`src/verilog/sensor_param_pkg.sv`:
```
package sensor_param_pkg;

  // Register offsets on the plain register port
  localparam logic [7:0] addr_prox_hyst = 8'h17;
  localparam logic [7:0] addr_prox_pers = 8'h18;
  localparam logic [7:0] addr_amb_pers = 8'h19;
  localparam logic [7:0] addr_meas_offset = 8'h1A;
  localparam logic [7:0] addr_emit_rec = 8'h1C;
  localparam logic [7:0] addr_ir_rec = 8'h1D;
  localparam logic [7:0] addr_ir_gain = 8'h1E;
  // Five 16-bit thresholds, low byte at even, high byte at odd offset:
  // 0 to 2 proximity, 3 ambient low, 4 ambient high
  localparam logic [7:0] addr_th_base = 8'h20;
  localparam logic [7:0] addr_th_last = 8'h29;
  localparam logic [7:0] addr_irq_status = 8'h30;
  localparam logic [7:0] addr_irq_clear = 8'h31;
  localparam logic [7:0] addr_irq_enable = 8'h32;
  localparam logic [7:0] addr_chan_status = 8'h33;
  localparam logic [7:0] addr_result_lo = 8'h34;
  localparam logic [7:0] addr_result_hi = 8'h35;

  // Values after reset
  localparam logic [7:0] rst_prox_hyst = 8'h48;
  localparam logic [7:0] rst_pers = 8'h03;
  localparam logic [7:0] rst_meas_offset = 8'h80;
  localparam logic [7:0] rst_emit_rec = 8'h00;
  localparam logic [7:0] rst_ir_rec = 8'h70;
  localparam logic [2:0] rst_ir_gain = 3'h0;
  localparam logic [15:0] rst_threshold = 16'h0000;

  // Field positions
  localparam int ir_rec_lsb = 4;
  localparam int ir_rec_msb = 6;

  // Result codes
  localparam logic [15:0] overrange_code = 16'hFFFF;
  localparam logic [15:0] max_valid_code = 16'hFFFE;

  // Channel numbers of a measurement
  localparam logic [2:0] chan_ambient_vis = 3'h3;
  localparam logic [2:0] chan_ambient_ir = 3'h4;

  // Interrupt bits: 3:0 channel status change, 4 overrange seen
  localparam int irq_overrange_bit = 4;

  // ADC clock period and its length in core clocks, rounded up
  localparam int core_period_ns = 10;
  localparam int adc_clock_ns = 50;
  localparam int adc_clock_cycles = (adc_clock_ns + core_period_ns - 1) / core_period_ns;

  typedef enum logic [1:0] {
    rec_idle,
    rec_wait,
    rec_start
  } recovery_state_type;

endpackage

```
`src/verilog/compressed_decode.sv`:
```
`timescale 1ns/1ps
// Upper nibble is a shift, lower nibble the mantissa under a hidden one;
// the value is scaled down by 16 so that 0x48 gives 24 and 0x80 gives 256
module compressed_decode (
  // Compressed parameter
  input wire logic [7:0] code,
  // Expanded code count
  output logic [15:0] value
);

  logic [19:0] wide;

  always_comb begin
    wide = {15'h0000, 1'b1, code[3:0]} << code[7:4];
    value = wide[19:4];
  end

endmodule // compressed_decode

```
`src/verilog/sensor_param_block.sv`:
```
`timescale 1ns/1ps
module sensor_param_block
  import sensor_param_pkg::*;
(
  // Clock and reset
  input wire logic core_clk,
  input wire logic rst,
  // Register port
  input wire logic [7:0] reg_addr,
  input wire logic [7:0] reg_wdata,
  input wire logic reg_wr,
  input wire logic reg_rd,
  output logic [7:0] reg_rdata,
  // Raw measurement from the sequencer
  input wire logic meas_valid,
  input wire logic [2:0] meas_channel,
  input wire logic signed [15:0] meas_delta,
  input wire logic meas_overrange,
  // Conditioned result
  output logic result_valid,
  output logic [2:0] result_channel,
  output logic [15:0] result_value,
  output logic [3:0] channel_status,
  // Ambient IR measurement start
  input wire logic ir_request,
  output logic ir_recovery_busy,
  output logic ir_adc_start,
  output logic [7:0] ir_clock_divide,
  // Interrupt
  output logic irq
);

  // All block state, registered in one always_ff
  typedef struct packed {
    logic [7:0] prox_hyst;
    logic [7:0] prox_pers;
    logic [7:0] amb_pers;
    logic [7:0] meas_offset;
    logic [7:0] emit_rec;
    logic [2:0] ir_rec;
    logic [2:0] ir_gain;
    logic [4:0][15:0] th;
    logic [3:0][7:0] above_hist;
    logic [3:0][7:0] below_hist;
    logic [3:0] chan_status;
    logic [4:0] irq_status;
    logic [4:0] irq_enable;
    logic irq;
    logic [7:0] rd_data;
    logic result_valid;
    logic [2:0] result_channel;
    logic [15:0] result;
    recovery_state_type rec_state;
    logic rec_busy;
    logic [18:0] rec_count;
    logic ir_start;
    logic [7:0] ir_div;
  } state_type;

  localparam state_type reset_state = '{
    prox_hyst: rst_prox_hyst,
    prox_pers: rst_pers,
    amb_pers: rst_pers,
    meas_offset: rst_meas_offset,
    emit_rec: rst_emit_rec,
    ir_rec: rst_ir_rec[ir_rec_msb:ir_rec_lsb],
    ir_gain: rst_ir_gain,
    th: {5{rst_threshold}},
    above_hist: '0,
    below_hist: '0,
    chan_status: '0,
    irq_status: '0,
    irq_enable: '0,
    irq: 1'b0,
    rd_data: 8'h00,
    result_valid: 1'b0,
    result_channel: 3'h0,
    result: 16'h0000,
    rec_state: rec_idle,
    rec_busy: 1'b0,
    rec_count: 19'h00000,
    ir_start: 1'b0,
    ir_div: 8'h01
  };

  state_type s_q;
  state_type s_d;

  logic [15:0] hyst_codes;
  logic [15:0] offset_codes;

  // Fixed exponent-mantissa expansion of the two compressed parameters
  compressed_decode hyst_decode (
    .code(s_q.prox_hyst),
    .value(hyst_codes)
  );

  compressed_decode offset_decode (
    .code(s_q.meas_offset),
    .value(offset_codes)
  );

  // Read view of every register; unmapped offsets and write-only read zero
  function automatic logic [7:0] read_value(input state_type s, input logic [7:0] a);
    logic [7:0] v;
    v = 8'h00;
    if (a >= addr_th_base && a <= addr_th_last) begin
      // Bytes read live, so a threshold changing between two reads can tear
      if (a[0]) begin
        v = s.th[a[3:1]][15:8];
      end else begin
        v = s.th[a[3:1]][7:0];
      end
    end else begin
      case (a)
        addr_prox_hyst: v = s.prox_hyst;
        addr_prox_pers: v = s.prox_pers;
        addr_amb_pers: v = s.amb_pers;
        addr_meas_offset: v = s.meas_offset;
        addr_emit_rec: v = s.emit_rec;
        addr_ir_rec: v = {1'b0, s.ir_rec, 4'h0};
        addr_ir_gain: v = {5'h00, s.ir_gain};
        addr_irq_status: v = {3'h0, s.irq_status};
        addr_irq_enable: v = {3'h0, s.irq_enable};
        addr_chan_status: v = {4'h0, s.chan_status};
        addr_result_lo: v = s.result[7:0];
        addr_result_hi: v = s.result[15:8];
        default: v = 8'h00;
      endcase
    end
    return v;
  endfunction

  // Recovery wait in ADC clocks: 1, then 7, 15 up to 511
  function automatic logic [9:0] recovery_adc_clocks(input logic [2:0] code);
    logic [9:0] v;
    v = 10'h001;
    if (code != 3'h0) begin
      v = (10'h004 << code) - 10'h001;
    end
    return v;
  endfunction

  // Single next-state process for the whole block
  always_comb begin
    logic signed [17:0] sum;
    logic [15:0] res;
    logic [4:0] clear_bits;
    logic [4:0] events;
    logic [16:0] hi_band;
    logic [16:0] lo_band;
    logic is_above;
    logic is_below;
    logic [7:0] mask;
    logic [7:0] new_above;
    logic [7:0] new_below;
    logic [18:0] wait_cycles;
    logic [18:0] adc_clocks;
    logic [1:0] ch;
    sum = 18'sh00000;
    res = 16'h0000;
    clear_bits = 5'h00;
    events = 5'h00;
    hi_band = 17'h00000;
    lo_band = 17'h00000;
    is_above = 1'b0;
    is_below = 1'b0;
    mask = 8'h00;
    new_above = 8'h00;
    new_below = 8'h00;
    wait_cycles = 19'h00000;
    adc_clocks = 19'h00000;
    ch = 2'h0;

    s_d = s_q;
    s_d.result_valid = 1'b0;
    s_d.ir_start = 1'b0;
    // Read data stands only in the cycle after the strobe, zero otherwise
    if (reg_rd) begin
      s_d.rd_data = read_value(s_q, reg_addr);
    end else begin
      s_d.rd_data = 8'h00;
    end

    if (reg_wr) begin
      // Threshold bytes land one at a time; pairs are not latched together
      if (reg_addr >= addr_th_base && reg_addr <= addr_th_last) begin
        if (reg_addr[0]) begin
          s_d.th[reg_addr[3:1]][15:8] = reg_wdata;
        end else begin
          s_d.th[reg_addr[3:1]][7:0] = reg_wdata;
        end
      end else begin
        case (reg_addr)
          addr_prox_hyst: s_d.prox_hyst = reg_wdata;
          addr_prox_pers: s_d.prox_pers = reg_wdata;
          addr_amb_pers: s_d.amb_pers = reg_wdata;
          addr_meas_offset: s_d.meas_offset = reg_wdata;
          addr_emit_rec: s_d.emit_rec = reg_wdata;
          // Bit 7 and bits 3:0 are dropped so stray writes cannot matter
          addr_ir_rec: s_d.ir_rec = reg_wdata[ir_rec_msb:ir_rec_lsb];
          addr_ir_gain: s_d.ir_gain = reg_wdata[2:0];
          addr_irq_clear: clear_bits = reg_wdata[4:0];
          addr_irq_enable: s_d.irq_enable = reg_wdata[4:0];
          default: s_d.irq_enable = s_q.irq_enable;
        endcase
      end
    end

    if (meas_valid) begin
      // Offset lifts small negative differences clear of zero
      sum = 18'(meas_delta) + 18'(signed'({2'b00, offset_codes}));
      if (meas_overrange) begin
        res = overrange_code;
        events[irq_overrange_bit] = 1'b1;
      // Offsets too small for the difference leave zero, not a wrapped value
      end else if (sum < 18'sh00000) begin
        res = 16'h0000;
      end else if (sum > 18'(signed'({2'b00, max_valid_code}))) begin
        // Clamp so a large valid result never reads as overrange
        res = max_valid_code;
      end else begin
        res = sum[15:0];
      end
      // Value, channel and strobe move together
      s_d.result = res;
      s_d.result_valid = 1'b1;
      s_d.result_channel = meas_channel;

      // The IR channel only carries the offset and has no status filter
      if (meas_channel <= chan_ambient_vis) begin
        ch = meas_channel[1:0];
        if (meas_channel == chan_ambient_vis) begin
          // Ambient window: low at slot 3, high at slot 4
          // No hysteresis on this window; its edges are used as written
          is_above = res > s_q.th[4] || res < s_q.th[3];
          is_below = !is_above;
          mask = s_q.amb_pers;
        end else begin
          // Hysteresis widens the band on both sides of the threshold;
          // 17-bit sums so a threshold near full scale cannot wrap
          hi_band = {1'b0, s_q.th[ch]} + {1'b0, hyst_codes};
          lo_band = {1'b0, res} + {1'b0, hyst_codes};
          is_above = {1'b0, res} > hi_band;
          is_below = lo_band < {1'b0, s_q.th[ch]};
          mask = s_q.prox_pers;
        end
        // Histories shift on every sample, whatever the current status
        new_above = {s_q.above_hist[ch][6:0], is_above};
        new_below = {s_q.below_hist[ch][6:0], is_below};
        s_d.above_hist[ch] = new_above;
        s_d.below_hist[ch] = new_below;
        // A zero mask is always met, so status then toggles on every sample
        // Status flips only once the whole masked run agrees
        if (!s_q.chan_status[ch] && (new_above & mask) == mask) begin
          s_d.chan_status[ch] = 1'b1;
          events[ch] = 1'b1;
        end else if (s_q.chan_status[ch] && (new_below & mask) == mask) begin
          s_d.chan_status[ch] = 1'b0;
          events[ch] = 1'b1;
        end
      end
    end

    // A new event outweighs a clear in the same cycle
    s_d.irq_status = s_q.irq_status & ~clear_bits;
    s_d.irq_status = s_d.irq_status | events;
    // Taken from the next state so irq rises with its status bit
    s_d.irq = |(s_d.irq_status & s_d.irq_enable);

    // Gain divides the ADC clock, stretching integration and recovery alike
    s_d.ir_div = 8'h01 << s_q.ir_gain;
    adc_clocks = 19'(recovery_adc_clocks(s_q.ir_rec));
    // Each ADC clock is stretched to a whole number of core cycles,
    // rounded up, so the wait is never shorter than asked for
    wait_cycles = adc_clocks * 19'(adc_clock_cycles);
    wait_cycles = wait_cycles << s_q.ir_gain;

    case (s_q.rec_state)
      rec_idle: begin
        // Requests during a recovery are ignored, not queued
        if (ir_request) begin
          s_d.rec_count = wait_cycles - 19'h00001;
          s_d.rec_state = rec_wait;
        end
      end
      // Counts down to zero, then rec_start raises the one-cycle pulse
      rec_wait: begin
        if (s_q.rec_count == 19'h00000) begin
          s_d.rec_state = rec_start;
        end else begin
          s_d.rec_count = s_q.rec_count - 19'h00001;
        end
      end
      // A request is taken again from the pulse cycle on
      rec_start: begin
        s_d.ir_start = 1'b1;
        s_d.rec_state = rec_idle;
      end
      default: s_d.rec_state = rec_idle;
    endcase

    // Busy is registered so the pin comes straight from a flop
    s_d.rec_busy = s_d.rec_state != rec_idle;
  end

  // Reset loads the documented parameter defaults
  always_ff @(posedge core_clk or posedge rst) begin
    if (rst) begin
      s_q <= reset_state;
    end else begin
      s_q <= s_d;
    end
  end

  // Every output is a plain copy of a state flop
  assign reg_rdata = s_q.rd_data;
  assign result_valid = s_q.result_valid;
  assign result_channel = s_q.result_channel;
  assign result_value = s_q.result;
  assign channel_status = s_q.chan_status;
  assign ir_recovery_busy = s_q.rec_busy;
  assign ir_adc_start = s_q.ir_start;
  assign ir_clock_divide = s_q.ir_div;
  assign irq = s_q.irq;

endmodule // sensor_param_block

```
`config.mk`:
```
export PLATFORM = sky130hd
export DESIGN_NAME = sensor_param_block
export DESIGN_NICKNAME = d
export VERILOG_FILES = /design/src/verilog/sensor_param_pkg.sv /design/src/verilog/compressed_decode.sv /design/src/verilog/sensor_param_block.sv
export SDC_FILE = /design/constraint.sdc
export NUM_CORES = 1
export LEC_CHECK = 0
export BUFFER_PORTS_ARGS = -buffer_cell sky130_fd_sc_hd__buf_2
export CAP_MARGIN = 20
export CORE_MARGIN = 4
export CORE_UTILIZATION = 40
export CTS_CLUSTER_DIAMETER = 40
export CTS_CLUSTER_SIZE = 14
export DETAILED_ROUTE_END_ITERATION = 10
export PLACE_DENSITY = 0.54
export SETUP_SLACK_MARGIN = 0.5
export SLEW_MARGIN = 0
export SYNTH_ARGS = -nofsm -noshare
export SYNTH_HDL_FRONTEND = slang
export SYNTH_SLANG_ARGS = --single-unit
```
`constraint.sdc`:
```
create_clock -name core_clk -period 16.5 [get_ports core_clk]
set_input_delay 1.65 -clock core_clk [delete_from_list [all_inputs] [get_ports core_clk]]
set_output_delay 1.65 -clock core_clk [all_outputs]
set_load 0.01 [all_outputs]
```
# Yosys cells after proc, flatten, opt, wreduce, memory -nomap -nowiden
# Cells that the tools add are included.
[totals]
ff_bits = 264
elab_cells = 182
[op_classes]
addsub = 6
mul = 1
magnitude_cmp = 14
eq_ne = 20
shift = 5
mux = 65
bitwise = 11
n_reduce_logical = 27
[op_table]
columns = ["operator", "n"]
rows = [
  ["bitwise mux 80 bit", 2],
  ["2-to-1 mux 16 bit", 7],
  ["demux 16 bit (select 3 bit)", 2],
  ["case mux 8 bit (12 select lines)", 1],
  ["2-to-1 mux 80 bit", 1],
  ["bitwise mux 32 bit", 2],
  ["2-to-1 mux 8 bit", 8],
  ["== test 8 x 5 -> 1 bit, second input constant", 7],
  ["2-to-1 mux 5 bit", 10],
  ["binary-select mux 16 bit (select 3 bit)", 1],
  ["== test 8 x 6 -> 1 bit, second input constant", 6],
  ["<< shifter 5 x 4 -> 20 bit", 2],
  ["2-to-1 mux 19 bit", 2],
  ["case mux 19 bit (2 select lines)", 1],
  ["subtractor 19 x 1 -> 19 bit, second input constant", 2],
  ["adder 16 x 16 -> 17 bit", 2],
  ["binary-select mux 16 bit (select 2 bit)", 1],
  ["binary-select mux 8 bit (select 2 bit)", 2],
  ["AND reduction 3 bit", 9],
  ["2-to-1 mux 20 bit", 1],
  ["zero test 19 bit", 1],
  ["<< shifter 13 x 3 -> 19 bit", 1],
  ["adder 16 x 17 -> 18 bit", 1],
  ["greater-than comparator 18 x 17 -> 1 bit, second input constant", 1],
  ["48 further kinds", 76],
]

# Depth between registers and ports, before layout
[logic_depth]
depth_word = 23
ltp_mapped = 39
ltp_nobuf = 38

# Hierarchy
# A second synthesis with hierarchy kept.
[hier_totals]
cells_unflattened = 1947
area_unflattened_um2 = 18308.8
[modules_own_cells]
columns = ["mod", "instances", "cells_each", "area_each_um2", "seq_area_each_um2"]
rows = [
  ["sensor_param_block", 1, 1831, 17503.0, 6419.9],
  ["compressed_decode", 2, 58, 402.9, 0.0],
]

# Least setup slack after synthesis
# OpenSTA, ideal clock, no wires.
[synth_path]
kind = "input port to flip-flop"
start = "input meas_delta[0]"
end = "register s_q (netlist bit irq)"
arrival_time_ps = 8118
t_required_ps = 16384
path_slack_ps = 8266
cell_stages = 33
path_buffers = 1
path_cell_list = "ha_1 > fa_1 > a211oi_1 > o211ai_1 > a31oi_1 > xor2_1 > nor2_1 > nor4bb_1 > a31oi_1 > o21a_1 > clkbuf_1 > o21ai_0 > fa_1 > nand3_1 > a21boi_0 > o21ai_0 > nand2_1 > a21o_1 > a21o_1 > a211o_1 > a2111oi_0 > nor3_1 > xor2_1 > ha_1 > a211o_1 > a21oi_1 > o21ai_0 > nor3_1 > o41ai_1 > a32o_1 > a41oi_1 > nor2_1 > o311ai_0"
[synth_rtl]
columns = ["item", "line", "source"]
rows = [
  ["start: declaration", "sensor_param_block.sv:17", "input wire logic signed [15:0] meas_delta,"],
  ["end signal: assignment", "sensor_param_block.sv:310", "s_q <= reset_state;"],
  ["end: declaration", "sensor_param_block.sv:86", "state_type s_q;"],
]

==> results.md <==
- Status: finished clean
- GRT overflow: 0
- Post-synthesis adder-cell area fraction: 8.86%
- Biggest area consumer among synthesized cells: dfrtp_1
- Commonest non-fill, non-tap cells in the layout: nand2_1 (284), dfrtp_1 (245), o21ai_0 (146)
- Final Cycle Share: 57.2%
- Core area: 45400 um2
- Required @ worst endpoint: 16.95 ns
- Layout area overhead: 13.1%
- Clock-pin transition on the worst setup and hold timing paths: 0.05 ns
- Clk root buf: clkbuf_16
- DR DRC count: 0
- Area post-placement: 19000 um2
- Latest clock arrival within the worst-skew pair: 0.59 ns
- Largest net degree at the start of global routing: 132
- Vias per cell: 5.92
- Simple-gate share of the synthesized area: 15.8%
- Yosys cell types: 93
- Synthesized area per cell: 9.13 um2
- YS warnings: 0
- Number of max-cap violations: 0
- Synth Cell Area: 18300 um2
- Largest family of logic cells by synthesized area: compound AO/OA/AOI/OAI gates
- Final #Nets: 2190
- Routed WL: 60800 um
- Final Wtd Congestion: 0.924
- Post-route cell area: 20700 um2
- Vias in the first global route: 15500
- RSZ-0062 raised after global routing: no
- Critical Path Sink Type: register
- Hold Violations, Final: 0
- Worst Path Arrival: 9.88 ns
- Die Ht: 222 um
- Largest fanout on the critical path: 16
- Post-synthesis mux area share: 13.1%
- # rows: 78
- FF+latch count, synth: 256
- Hold Path Class: reg -> reg
- Synth top area share: 33.4%
- Postcts setup bufs: 0
- First-pass GRT wire length: 93300 um
- Ys async rst share: 100%
- Final Max Tran Viols: 0
- Final setup vio count: 0
- Clock sink count: 256
- Design Power: 2.30 mW
- Rel. slew slack: 26.4%
- Syn_nets: 2177
- CTS tree: done
- Dominant synthesized flop cell: dfrtp_1
- XOR/XNOR Fraction of Synth Area: 2.67%
- Final HPWL DP: 44200 um
- I/O Buffers: 84
- Final ANT Viol Nets: 0
- Average routed wire per standard cell: 22.9 um
- Initial Util: 40.4%
- Commonest non-fill, non-tap cell in the layout: nand2_1
- Critical Path Source Type: register
- Top-level port count: 85
- Post-Route Setup TNS: 0 ns
- GRT Total Usage: 24.1%
- Minimum clock period after layout: 9.43 ns
- Max Fclk: 106 MHz
- Post-synth EDFFs: 0
- Num CTS Buffers: 47
- Initial antenna violation count: 4
- Critical Path Max Stage Delay: 0.76 ns
- Max VDD drop: 0.102 mV
- CP max stage cell: xnor2_1
- Via count: 15700
- DR pass1 iterations: 7
- Die width: 222 um
- Clock Skews: 0.0152 ns
- Cts repair resizes: 0
- Leakage power: 9.28 nW
- DR iter-0 viols: 1369
- Fraction of layout cells with a size suffix above 1: 18.9%
- WS Path Type: reg -> reg
- Power per cell area: 111 nW/um2
- Seq/Total Area, Yosys: 35.0%
- Antenna cells: 0
- Final core occ: 45.7%
- Die area: 49300 um2
- H-tree depth: 2
- Post-Syn Instances: 2007
- Cell mode on critical path: o21ai_0
- Worst slew pin tran: 1.09 ns
- Compound-Gate Fraction of Synth Area: 18.7%
- Clk buf depth: 3
- Number of hold buffers added after CTS: 0
- Synth top area cells: dfrtp_1 (33%), ha_1 (8.5%), mux2_2 (7.2%)
registers in the layout, summed over array words and instances (netlist names), named ones only:
signal and cells:
irq 1, result_valid 1, result_channel 3, ir_clock_divide 8, s_q 213, reg_rdata 8
result_value 16, ir_recovery_busy 1, ir_adc_start 1
power by group:
part           switching (mW)  internal, mW  total (mW)  leakage (nW)
registers              0.0748         0.711       0.786          3.34
clock network           0.353         0.696        1.05         0.824
logic                   0.278         0.191       0.469          5.12
stage by stage:
stage	instances	hold WS [ns]	worst slack [ns]
2_1_floorplan	2007	0.440	7.83
3_3_place_gp	2570	0.454	7.02
4_1_cts	2657	0.475	7.11
6_report	2658	0.473	7.07
5_1_grt	2658	0.495	6.23
3_5_place_dp	2570	0.461	6.86
worst paths after layout:
path | startpoint | to | slack, ns | cells after the start
min in group asynchronous | rst | s_q[99]$_DFFE_PP0P_ | 1.31 | 2
min reg2reg | s_q[94]$_DFFE_PP0P_ | s_q[94]$_DFFE_PP0P_ | 0.47 | 2
max in group asynchronous | rst | reg_rdata[6]$_DFF_PP0_ | 13.71 | 3
max reg2reg | s_q[237]$_DFFE_PP0P_ | irq$_DFF_PP0_ | 7.07 | 35
max | s_q[237]$_DFFE_PP0P_ | irq$_DFF_PP0_ | 7.07 | 35
min | s_q[94]$_DFFE_PP0P_ | s_q[94]$_DFFE_PP0P_ | 0.47 | 2
routing by layer:
layer  up-vias  global-route usage, %  routed length [um]
met1      7754                   33.6               27300
met3       125                   5.57                4790
li1       7297                      -                   -
met4         0                   8.06                1980
met2       569                   37.2               26800
met5         -                      0                   0
cell type report:
class / count / area (um2)
Fill cell: 4374 / 24600
Multi-Input combinational cell: 1508 / 10900
Sequential cell: 256 / 6420
Clock buffer: 60 / 1290
Tap cell: 600 / 751
Timing Repair Buffer: 112 / 631
Clock inverter: 27 / 432
Inverter: 95 / 364
worst max-delay path: cells and delay by family (launching register included):
| kind | cells | cell delay, ns |
|---|---|---|
| compound gates | 22 | 5.61 |
| fa+ha+maj | 3 | 1.00 |
| xor+xnor | 2 | 0.92 |
| simple gates | 7 | 0.84 |
| flops | 1 | 0.60 |
| mux | 1 | 0.29 |
cells by family after synthesis:
family                     Yosys count
buffers and inverters              243
other                                1
xor gates and xnor gates            55
adders and majority gates          128
AOI/OAI and AO/OA                  513
and+or+nand+nor                    624
muxes                              187
DFF                                256
Yosys cell counts, types with 14 or more instances:
library cell	instances
nand2_1	284
dfrtp_1	245
o21ai_0	148
nor2_1	128
ha_1	125
mux2_2	118
clkbuf_1	94
inv_1	90
a21oi_1	79
buf_4	39
mux2i_1	38
a211oi_1	35
mux4_2	31
nor3_1	31
a21o_1	27
xnor2_1	27
xor2_1	27
nand3_1	26
nor2b_1	25
o22ai_1	25
nand4_1	22
a31oi_1	21
and2_1	17
nand2b_1	17
o211ai_1	14
o21a_1	14
No activity file was read; power rests on OpenSTA's default activity.
